## config.mk

```make
export PLATFORM = sky130hd
export DESIGN_NAME = pmm_mgmt_bank
export DESIGN_NICKNAME = d
export VERILOG_FILES = /design/src/common/pmm_pkg.sv /design/src/verilog/pmm_mgmt_bank.sv /design/src/verilog/pmm_sat_cnt.sv
export SDC_FILE = /design/constraint.sdc
export NUM_CORES = 1
export LEC_CHECK = 0
export ABC_CLOCK_PERIOD_IN_PS = 6100
export BUFFER_PORTS_ARGS = -buffer_cell sky130_fd_sc_hd__buf_2
export CAP_MARGIN = 40
export CORE_MARGIN = 2
export CORE_UTILIZATION = 55
export CTS_BUF_LIST = sky130_fd_sc_hd__clkbuf_4 sky130_fd_sc_hd__clkbuf_8 sky130_fd_sc_hd__clkbuf_16
export DETAILED_ROUTE_END_ITERATION = 10
export PLACE_DENSITY = 0.76
export SLEW_MARGIN = 0
export SYNTH_ARGS = -nofsm -noshare
export SYNTH_HDL_FRONTEND = slang
export SYNTH_SLANG_ARGS = --single-unit
```

## constraint.sdc

```tcl
create_clock -name mclk -period 6.1 [get_ports mclk]
set_input_delay 0.61 -clock mclk [delete_from_list [all_inputs] [get_ports mclk]]
set_output_delay 0.61 -clock mclk [all_outputs]
set_load 0.02 [all_outputs]
```

## src/common/pmm_pkg.sv

```systemverilog
/*
 * pmm_pkg: shared constants and types for the management bit-behaviour bank.
 * Assumes a 50 MHz management clock and a 32-bit APB register bus.
 */
package pmm_pkg;

	// ****************************************
	// register map and widths
	// ****************************************
	localparam int ADDR_W = 8;
	localparam int DATA_W = 32;
	localparam int NUM_OP = 2;
	localparam int NUM_TONE = 6;
	localparam int NUM_CNT = 5;
	localparam int CNT_W = 16;
	localparam int MEAS_W = 16;
	localparam int IVL_W = 8;
	localparam int PAR_W = 7;
	localparam int CIDX_W = 3;
	localparam int CIDX_LSB = 2;

	localparam logic [ADDR_W-1:0] OFF_CTRL = 8'h00;
	localparam logic [ADDR_W-1:0] OFF_RESULT = 8'h04;
	localparam logic [ADDR_W-1:0] OFF_INTERVAL = 8'h08;
	localparam logic [ADDR_W-1:0] OFF_MARGIN = 8'h0c;
	localparam logic [ADDR_W-1:0] OFF_STATUS = 8'h10;
	localparam logic [ADDR_W-1:0] OFF_MEASURE = 8'h14;
	localparam logic [ADDR_W-1:0] OFF_SKEW = 8'h18;
	localparam logic [ADDR_W-1:0] OFF_CNT0 = 8'h1c;
	localparam logic [ADDR_W-1:0] OFF_CNT_END = 8'h30;
	localparam logic [1:0] WORD_ALIGN = 2'h0;

	// control register fields
	localparam int CTRL_OP_LSB = 0;
	localparam int CTRL_TONE_LSB = 2;
	localparam int CTRL_FEC_EN = 8;
	localparam int CTRL_PHY_RST = 9;

	// status register fields
	localparam int ST_LINK = 0;
	localparam int ST_T10 = 1;
	localparam int ST_TXF = 2;
	localparam int ST_RXF = 3;

	// margin register field positions
	localparam int MA_LSB = 0;
	localparam int MB_LSB = 8;
	localparam int TH_LSB = 16;
	localparam int MODE_LSB = 24;

	// counters 2..4 are the error-correction counters
	localparam logic [NUM_CNT-1:0] FEC_CNT_MASK = 5'h1c;

	// ****************************************
	// field values
	// ****************************************
	localparam logic [IVL_W-1:0] IVL_10 = 8'h0a;
	localparam logic [IVL_W-1:0] IVL_20 = 8'h14;
	localparam logic [IVL_W-1:0] IVL_40 = 8'h28;
	localparam logic [IVL_W-1:0] IVL_RST = IVL_20;
	localparam logic [PAR_W-1:0] MARGIN_MIN = 7'h03;
	localparam logic [PAR_W-1:0] MARGIN_MAX = 7'h59;
	localparam logic [PAR_W-1:0] THIRD_MIN = 7'h01;
	localparam logic [PAR_W-1:0] THIRD_MAX = 7'h56;
	localparam logic [1:0] MODE_BAD = 2'h3;
	localparam logic [1:0] MODE_RST = 2'h0;

	// ****************************************
	// timing
	// ****************************************
	localparam int CLK_HZ = 50_000_000;
	localparam int OP_TIMEOUT_S = 10;
	localparam int SKEW_PERIOD_S = 1;
	localparam int OP_TIMEOUT_CYC = OP_TIMEOUT_S * CLK_HZ;
	localparam int SKEW_PERIOD_CYC = SKEW_PERIOD_S * CLK_HZ;
	localparam int TMR_W = 30;

	typedef enum logic [1:0] {
		OP_IDLE = 2'b01,
		OP_RUN = 2'b10
	} pmm_op_state_t;

	typedef struct packed {
		logic [1:0] mode;
		logic [PAR_W-1:0] third;
		logic [PAR_W-1:0] margin_b;
		logic [PAR_W-1:0] margin_a;
	} pmm_margin_t;

endpackage : pmm_pkg

```

## src/verilog/pmm_mgmt_bank.sv

```systemverilog
/*
 * pmm_mgmt_bank: management register bank with operation, tone-command,
 * range-checked, latching and clear-on-read behaviour, reached over APB.
 * Assumes PHY-side status and event inputs are synchronous to mclk,
 * except link_up_pin which arrives from a pin.
 */
`timescale 1ns/1ps
`default_nettype none

module pmm_mgmt_bank import pmm_pkg::*; #(
	parameter int OP_TMO_CYC = OP_TIMEOUT_CYC,
	parameter int SKEW_CYC = SKEW_PERIOD_CYC,
	parameter bit TX_FAULT_CAP = 1'b1,
	parameter bit RX_FAULT_CAP = 1'b1
) (
	input wire logic mclk,
	input wire logic sys_rst,
	input wire logic psel,
	input wire logic penable,
	input wire logic pwrite,
	input wire logic [ADDR_W-1:0] paddr,
	input wire logic [DATA_W-1:0] pwdata,
	output logic [DATA_W-1:0] prdata,
	output logic pready,
	output logic pslverr,
	input wire logic link_up_pin,
	input wire logic link_fail,
	input wire logic t10_status_in,
	input wire logic [NUM_OP-1:0] op_done,
	input wire logic [NUM_OP-1:0] op_ok,
	output logic [NUM_OP-1:0] op_start,
	output logic [NUM_OP-1:0] op_abort,
	input wire logic [NUM_TONE-1:0] tone_done,
	output logic [NUM_TONE-1:0] tone_start,
	input wire logic tx_fault_det,
	input wire logic rx_fault_det,
	input wire logic meas_valid,
	input wire logic [MEAS_W-1:0] meas_val,
	input wire logic [MEAS_W-1:0] skew_meas,
	input wire logic [NUM_CNT-1:0] cnt_evt,
	output logic fec_enable,
	output logic phy_reset_pulse,
	output logic [IVL_W-1:0] interval,
	output pmm_margin_t margin
);

	localparam logic [TMR_W-1:0] TMO_LAST = TMR_W'(OP_TMO_CYC - 1);
	localparam logic [TMR_W-1:0] SKEW_LAST = TMR_W'(SKEW_CYC - 1);

	// ****************************************
	// link pin synchroniser
	// ****************************************
	logic lk_s1, lk_s2, lk_s3, link_up;

	always_ff @(posedge mclk) begin
		if (sys_rst) begin
			lk_s1 <= 1'b0;
			lk_s2 <= 1'b0;
			lk_s3 <= 1'b0;
		end else begin
			lk_s1 <= link_up_pin;
			lk_s2 <= lk_s1;
			lk_s3 <= lk_s2;
		end
	end

	// a glitch must survive two stages before the link state moves
	always_ff @(posedge mclk) begin
		if (sys_rst) begin
			link_up <= 1'b0;
		end else if (lk_s2 == lk_s3) begin
			link_up <= lk_s3;
		end
	end

	// ****************************************
	// APB slave
	// ****************************************
	logic acc, rd_now, wr_now, hit;
	logic [DATA_W-1:0] rdata;
	logic sel_ctrl, sel_res, sel_ivl, sel_mar, sel_st;
	logic wr_ctrl, wr_ivl, wr_mar, rd_res, rd_st, phy_rst_req;
	logic [NUM_CNT-1:0] cnt_rd;
	logic [ADDR_W-1:0] cnt_off;
	logic [CIDX_W-1:0] cnt_idx;

	// one wait state; read side effects happen as the data is captured
	assign acc = psel & penable;
	assign rd_now = acc & ~pwrite & ~pready;
	assign wr_now = acc & pwrite & pready;
	assign cnt_off = paddr - OFF_CNT0;
	assign cnt_idx = cnt_off[CIDX_LSB +: CIDX_W];

	always_ff @(posedge mclk) begin
		if (sys_rst) begin
			pready <= 1'b0;
			pslverr <= 1'b0;
		end else begin
			pready <= acc & ~pready;
			pslverr <= acc & ~pready & ~hit;
		end
	end

	always_ff @(posedge mclk) begin
		if (sys_rst) begin
			prdata <= '0;
		end else if (rd_now) begin
			prdata <= rdata;
		end
	end

	// ****************************************
	// state declarations
	// ****************************************
	pmm_op_state_t op_st [NUM_OP];
	logic [TMR_W-1:0] op_tmr [NUM_OP];
	logic [NUM_OP-1:0] op_req, op_res, op_go, op_concl;
	logic [NUM_TONE-1:0] tone_busy, tone_go;
	logic t10_status, tx_lat, rx_lat;
	logic [MEAS_W-1:0] meas_reg, skew_reg;
	logic [TMR_W-1:0] skew_div;
	logic [CNT_W-1:0] cnt_val [NUM_CNT];

	// ****************************************
	// address decode and read mux
	// ****************************************
	always_comb begin
		sel_ctrl = 1'b0;
		sel_res = 1'b0;
		sel_ivl = 1'b0;
		sel_mar = 1'b0;
		sel_st = 1'b0;
		hit = 1'b1;
		rdata = '0;
		cnt_rd = '0;
		if (paddr == OFF_CTRL) begin
			sel_ctrl = 1'b1;
			rdata[CTRL_OP_LSB +: NUM_OP] = op_req;
			rdata[CTRL_TONE_LSB +: NUM_TONE] = tone_busy;
			rdata[CTRL_FEC_EN] = fec_enable;
		end else if (paddr == OFF_RESULT) begin
			sel_res = 1'b1;
			rdata[NUM_OP-1:0] = op_res;
		end else if (paddr == OFF_INTERVAL) begin
			sel_ivl = 1'b1;
			rdata[IVL_W-1:0] = interval;
		end else if (paddr == OFF_MARGIN) begin
			sel_mar = 1'b1;
			rdata[MA_LSB +: PAR_W] = margin.margin_a;
			rdata[MB_LSB +: PAR_W] = margin.margin_b;
			rdata[TH_LSB +: PAR_W] = margin.third;
			rdata[MODE_LSB +: 2] = margin.mode;
		end else if (paddr == OFF_STATUS) begin
			sel_st = 1'b1;
			rdata[ST_LINK] = link_up;
			rdata[ST_T10] = t10_status;
			rdata[ST_TXF] = tx_lat;
			rdata[ST_RXF] = rx_lat;
		end else if (paddr == OFF_MEASURE) begin
			rdata[MEAS_W-1:0] = meas_reg;
		end else if (paddr == OFF_SKEW) begin
			rdata[MEAS_W-1:0] = skew_reg;
		end else if (paddr >= OFF_CNT0 && paddr < OFF_CNT_END && paddr[1:0] == WORD_ALIGN) begin
			for (int i = 0; i < NUM_CNT; i++) begin
				if (cnt_idx == CIDX_W'(i)) begin
					rdata[CNT_W-1:0] = cnt_val[i];
					cnt_rd[i] = rd_now;
				end
			end
		end else begin
			hit = 1'b0;
		end
	end

	assign wr_ctrl = wr_now & sel_ctrl;
	assign wr_ivl = wr_now & sel_ivl;
	assign wr_mar = wr_now & sel_mar;
	assign rd_res = rd_now & sel_res;
	assign rd_st = rd_now & sel_st;
	assign phy_rst_req = wr_ctrl & pwdata[CTRL_PHY_RST];

	// ****************************************
	// link parameter operations
	// ****************************************
	always_comb begin
		for (int i = 0; i < NUM_OP; i++) begin
			op_req[i] = op_st[i] == OP_RUN;
			op_go[i] = wr_ctrl & pwdata[CTRL_OP_LSB + i] & (op_st[i] == OP_IDLE);
			op_concl[i] = op_req[i] & (op_done[i] | op_tmr[i] == TMO_LAST);
		end
	end

	always_ff @(posedge mclk) begin
		for (int i = 0; i < NUM_OP; i++) begin
			if (sys_rst) begin
				op_st[i] <= OP_IDLE;
			end else begin
				case (op_st[i])
					OP_IDLE: begin
						// with the link down the request never starts
						if (op_go[i] && link_up) begin
							op_st[i] <= OP_RUN;
						end
					end
					OP_RUN: begin
						if (op_concl[i]) begin
							op_st[i] <= OP_IDLE;
						end
					end
					default: begin
						op_st[i] <= OP_IDLE;
					end
				endcase
			end
		end
	end

	always_ff @(posedge mclk) begin
		for (int i = 0; i < NUM_OP; i++) begin
			if (sys_rst || op_st[i] != OP_RUN) begin
				op_tmr[i] <= '0;
			end else begin
				op_tmr[i] <= op_tmr[i] + TMR_W'(1);
			end
		end
	end

	// outcome wins over a read in the same cycle
	always_ff @(posedge mclk) begin
		for (int i = 0; i < NUM_OP; i++) begin
			if (sys_rst) begin
				op_res[i] <= 1'b0;
			end else if (op_concl[i]) begin
				op_res[i] <= op_done[i] & op_ok[i];
			end else if (op_go[i] && !link_up) begin
				op_res[i] <= 1'b0;
			end else if (rd_res) begin
				op_res[i] <= 1'b0;
			end
		end
	end

	always_ff @(posedge mclk) begin
		if (sys_rst) begin
			op_start <= '0;
			op_abort <= '0;
		end else begin
			op_start <= op_go & {NUM_OP{link_up}};
			op_abort <= op_concl & ~op_done;
		end
	end

	// ****************************************
	// tone commands
	// ****************************************
	assign tone_go = {NUM_TONE{wr_ctrl}} & pwdata[CTRL_TONE_LSB +: NUM_TONE] & ~tone_busy;

	// a command already running ignores a second request
	always_ff @(posedge mclk) begin
		if (sys_rst) begin
			tone_busy <= '0;
			tone_start <= '0;
		end else begin
			tone_busy <= (tone_busy & ~tone_done) | tone_go;
			tone_start <= tone_go;
		end
	end

	// ****************************************
	// FEC enable and PHY reset
	// ****************************************
	always_ff @(posedge mclk) begin
		if (sys_rst || phy_rst_req) begin
			fec_enable <= 1'b0;
		end else if (wr_ctrl) begin
			fec_enable <= pwdata[CTRL_FEC_EN];
		end
	end

	always_ff @(posedge mclk) begin
		if (sys_rst) begin
			phy_reset_pulse <= 1'b0;
		end else begin
			phy_reset_pulse <= phy_rst_req;
		end
	end

	// ****************************************
	// range-checked configuration
	// ****************************************
	logic [IVL_W-1:0] w_ivl;
	logic [PAR_W-1:0] w_ma, w_mb, w_th;
	logic [1:0] w_mode;

	assign w_ivl = pwdata[IVL_W-1:0];
	assign w_ma = pwdata[MA_LSB +: PAR_W];
	assign w_mb = pwdata[MB_LSB +: PAR_W];
	assign w_th = pwdata[TH_LSB +: PAR_W];
	assign w_mode = pwdata[MODE_LSB +: 2];

	always_ff @(posedge mclk) begin
		if (sys_rst) begin
			interval <= IVL_RST;
		end else if (wr_ivl && (w_ivl == IVL_10 || w_ivl == IVL_20 || w_ivl == IVL_40)) begin
			interval <= w_ivl;
		end
	end

	// each field is checked on its own; a bad field leaves only itself alone
	always_ff @(posedge mclk) begin
		if (sys_rst) begin
			margin <= '{mode: MODE_RST, third: THIRD_MIN, margin_b: MARGIN_MIN,
				margin_a: MARGIN_MIN};
		end else if (wr_mar) begin
			if (w_ma >= MARGIN_MIN && w_ma <= MARGIN_MAX) begin
				margin.margin_a <= w_ma;
			end
			if (w_mb >= MARGIN_MIN && w_mb <= MARGIN_MAX) begin
				margin.margin_b <= w_mb;
			end
			if (w_th >= THIRD_MIN && w_th <= THIRD_MAX) begin
				margin.third <= w_th;
			end
			if (w_mode != MODE_BAD) begin
				margin.mode <= w_mode;
			end
		end
	end

	// ****************************************
	// status, faults and measurements
	// ****************************************
	always_ff @(posedge mclk) begin
		if (sys_rst) begin
			t10_status <= 1'b0;
			tx_lat <= 1'b0;
			rx_lat <= 1'b0;
		end else begin
			t10_status <= t10_status_in & ~link_fail;
			// a read re-arms the latch to the present condition
			tx_lat <= TX_FAULT_CAP & (tx_fault_det | (tx_lat & ~rd_st));
			rx_lat <= RX_FAULT_CAP & (rx_fault_det | (rx_lat & ~rd_st));
		end
	end

	always_ff @(posedge mclk) begin
		if (sys_rst) begin
			meas_reg <= '1;
		end else begin
			meas_reg <= (link_up && meas_valid) ? meas_val : '1;
		end
	end

	always_ff @(posedge mclk) begin
		if (sys_rst || skew_div == SKEW_LAST) begin
			skew_div <= '0;
		end else begin
			skew_div <= skew_div + TMR_W'(1);
		end
	end

	always_ff @(posedge mclk) begin
		if (sys_rst) begin
			skew_reg <= '0;
		end else if (skew_div == SKEW_LAST) begin
			skew_reg <= skew_meas;
		end
	end

	// ****************************************
	// clear-on-read counters
	// ****************************************
	for (genvar g = 0; g < NUM_CNT; g++) begin : g_cnt
		pmm_sat_cnt #(.W(CNT_W)) u_cnt (
			.mclk(mclk),
			.sys_rst(sys_rst),
			.clr(cnt_rd[g] | (FEC_CNT_MASK[g] & phy_rst_req)),
			.inc(cnt_evt[g]),
			.cnt(cnt_val[g])
		);
	end
endmodule : pmm_mgmt_bank

`default_nettype wire

```

## src/verilog/pmm_sat_cnt.sv

```systemverilog
/*
 * pmm_sat_cnt: clear-on-read event counter that sticks at all ones.
 * Assumes clr and inc are single-cycle strobes on mclk.
 */
`timescale 1ns/1ps
`default_nettype none

module pmm_sat_cnt import pmm_pkg::*; #(
	parameter int W = CNT_W
) (
	input wire logic mclk,
	input wire logic sys_rst,
	input wire logic clr,
	input wire logic inc,
	output logic [W-1:0] cnt
);

	// ****************************************
	// counter
	// ****************************************
	// an event in the clearing cycle counts as one, so nothing is lost
	always_ff @(posedge mclk) begin
		if (sys_rst) begin
			cnt <= '0;
		end else if (clr) begin
			cnt <= inc ? W'(1) : '0;
		end else if (inc && !(&cnt)) begin
			cnt <= cnt + W'(1);
		end
	end
endmodule : pmm_sat_cnt

`default_nettype wire
```

==> flow_summary.yaml <==
timing:
  drv_slew: 0
  period_needed_ns: 3.18
  final-setup-viol-count: 0
  rsz0062_at_grt: "no"
  post_route_clock_skew_ns: 0.0168
  fin_crit_share: 0.521
  slew-limit-headroom: 0.379
  finalHoldViolCount: 0
  setup_total_negative_slack_ns: 0
  max_freq_ghz: 0.315
  worst-slew-pin-transition_ns: 0.908
clocking:
  clock-sinks: 291
  cts.hold.buffers_added: 0
  cts_tree: "built"
  ctsResizeCount: 0
  worst_setup_hold_path_clk_slew_ns: 0.07
  clk_latency_ns: 0.58
  htree_levels: 1
  clockRootBuffer: "sky130_fd_sc_hd__clkbuf_16"
  cts_made_buffers: 31
  post-cts-setup-buffers: 0
  clock_buffer_depth: 3
finish:
  largest_registers: "g_cnt.u_cnt.cnt: 80 flops, op_tmr: 60 flops, skew_div: 30 flops"
  layout.nets: 1892
  stdcell_area_um2: 16300
  largest_register_ffs: 80
  fin_util: 0.646
  regMostFlops: "g_cnt.u_cnt.cnt"
  drive_above_1_share: 0.163
  final_cell_mix: "sky130_fd_sc_hd__dfxtp_1, sky130_fd_sc_hd__nor2_1, sky130_fd_sc_hd__buf_2, sky130_fd_sc_hd__nand2_1, sky130_fd_sc_hd__a21oi_1"
  area_growth_syn_to_layout_pct: 15.0
  mostFrequentLayoutCell: "sky130_fd_sc_hd__dfxtp_1"
placed_design:
  buffer_ports.inserted: 159
  global_placement_routability_congestion: 0.946
  dpl.hpwl_mm: 27.8
  placed_cell_area_um2: 15200
floorplanning:
  fp.dieW_um: 165
  chipHeight_um: 165
  die_area_um2: 27100
  initial_utilization: 0.562
  rows: 58
  io-pin-count: 175
  floorplan.core_area_um2: 25300
synthesis:
  mean_post_synth_cell_area_um2: 8.54
  async_reset_ff_frac: 0
  count_of_flip_flops_with_a_built_in_enable_after_synthesis: 4
  mappedNetlistArea_um2: 14200
  number_of_storage_elements_in_the_synthesis_netlist: 291
  post-synth-top-area-cell: "sky130_fd_sc_hd__dfxtp_1"
  synth_cells: 1662
  synth_cell_types: 83
  synth.yosys.warnings: 0
  synth_top_cells_by_area: "sky130_fd_sc_hd__dfxtp_1, sky130_fd_sc_hd__nor2_1, sky130_fd_sc_hd__xnor2_1"
  yosys.area.top_type_share: 0.405
  synth-seq-area-share: 0.413
  dominantRegCellSynth: "sky130_fd_sc_hd__dfxtp_1"
setup_path:
  critical_path.cell_chain: "buf_2 > buf_4 > a31o_2 > nand3_1 > a2111oi_0 > o22ai_1 > a21oi_1"
  ff2ff_setup_slack_ns: 3.48
  critical_path.slowest_cell: "sky130_fd_sc_hd__a2111oi_0"
  rr_worst_depth: 5
  capture_instance_of_the_worst_register_to_register_path: "op_st[0][0]"
  start_kind: "input pin"
  worstSetupEndpointType: "flip-flop"
  crit_fanout: 41
  crit-reg2reg-launch: "pready"
  timing.critical_path.slowest_cell_delay_ns: 0.93
  critical_setup_path_kind: "input pin to flip-flop"
  timing.critical_path.required_ns: 6.61
  cp_data_arrival_time_ns: 3.68
routing:
  route.detailed.wl_per_inst_um: 18.2
  postRouteWirelength_mm: 39.0
  vias_per_cell: 6.07
  drtPass1Iterations: 5
  drtIter0Drc: 1174
  drcViolationCount: 0
  via_count: 13000
  ant_nets: 0
status:
  run_status: "finished clean"
flow_run:
  max_cap_viol_count: 0
hold_path:
  min_delay_path_depth: 2
  min-delay-path-class: "input pin to flip-flop"
  timing.hold.worst_endpoint: "t10_status"
  hold_path_startpoint: "link_fail"
global_routing:
  pin_count_of_the_biggest_net_entering_global_routing: 74
  grt_first_pass_wirelength_mm: 62.7
  overflow: 0
  via_count_of_the_first_global_routing_pass: 12200
  initial_antenna_violation_count: 4
  gr-usage-all-layers: 0.286
power:
  total_leakage_power_uw: 0.00593
  power_per_cell_area_nw_per_um2: 258
  ir_worst_vdd_uv: 242
synthesized netlist by cell type (15+ instances only):
cell type / number
sky130_fd_sc_hd__or3_1: 26
sky130_fd_sc_hd__nor4_1: 36
sky130_fd_sc_hd__a31oi_1: 19
sky130_fd_sc_hd__nand2_1: 104
sky130_fd_sc_hd__inv_1: 32
sky130_fd_sc_hd__a22oi_1: 19
sky130_fd_sc_hd__clkbuf_1: 63
sky130_fd_sc_hd__a21oi_1: 93
sky130_fd_sc_hd__mux2i_1: 48
sky130_fd_sc_hd__mux2_2: 16
sky130_fd_sc_hd__nor2_1: 243
sky130_fd_sc_hd__o21ai_0: 49
sky130_fd_sc_hd__dfxtp_1: 287
sky130_fd_sc_hd__nor3_1: 43
sky130_fd_sc_hd__nand2b_1: 18
sky130_fd_sc_hd__or2_2: 18
sky130_fd_sc_hd__nand3_1: 77
sky130_fd_sc_hd__nand4_1: 61
sky130_fd_sc_hd__and4_1: 25
sky130_fd_sc_hd__buf_2: 15
sky130_fd_sc_hd__and3_1: 30
sky130_fd_sc_hd__xnor2_1: 64
sky130_fd_sc_hd__xor2_1: 57
sky130_fd_sc_hd__a211oi_1: 18
critical path, delay by kind of cell:
kind	cells	cell delay, ns
AO/OA/AOI/OAI	4	1.60
buffers and inverters	2	0.94
AND/OR/NAND/NOR	1	0.48
power by group:
part	internal, uW	switching (uW)	total, uW
Combinational	67.7	142	209
Clock	1260	801	2060
Sequential	1920	13.6	1930
metal layers:
layer  routed length, um  share of wire  vias up  GRT usage
li1                    -              -     6233          -
met1               16400           0.42     6093      0.381
met2               17700           0.45      569      0.460
met3                3580          0.092       89     0.0618
met4                1300          0.033        4     0.0968
met5                  26        0.00067        -          0
layout make-up:
cell class	instances	area [um^2]
inverter	33	124
antenna	2	5.00
timing repair buffer	177	968
sequential	291	5870
clock inverter	18	264
clock buffer	40	868
multi-input combinational	1248	7800
fill	2117	8940
tap	330	413
cells by family after synthesis:
| family | after synthesis | share of synthesized area |
|---|---|---|
| other | 1 | 0.000264 |
| AND/OR/NAND/NOR | 759 | 0.280 |
| XOR/XNOR | 121 | 0.0747 |
| adder cells (fa/ha/maj) | 12 | 0.0106 |
| multiplexers | 68 | 0.0529 |
| buffers and inverters | 129 | 0.0386 |
| AO/OA/AOI/OAI | 281 | 0.130 |
| flip-flops | 291 | 0.413 |
through the flow:
stage / std cells / total power (uW) / setup slack (ns) / hold slack [ns]
2_1_floorplan: 1668 / 2100 / 3.66 / 0.413
3_5_place_dp: 2079 / 2180 / 2.62 / 0.427
5_1_grt: 2137 / 4320 / 2.76 / 0.206
6_report: 2139 / 4200 / 2.92 / 0.203
4_1_cts: 2137 / 4220 / 3.20 / 0.192
3_3_place_gp: 2075 / 2170 / 2.66 / 0.427
worst max-delay path by stage:
stage                       endpoint     start
3_3_place_gp               prdata[7]  paddr[3]
5_1_grt        g_cnt[4].u_cnt.cnt[8]  paddr[1]
2_1_floorplan            op_st[0][0]  paddr[4]
3_5_place_dp   g_cnt[4].u_cnt.cnt[8]  paddr[3]
6_report                   prdata[7]  paddr[3]
4_1_cts        g_cnt[4].u_cnt.cnt[8]  paddr[3]
No activity file was read; power rests on OpenSTA's default activity.
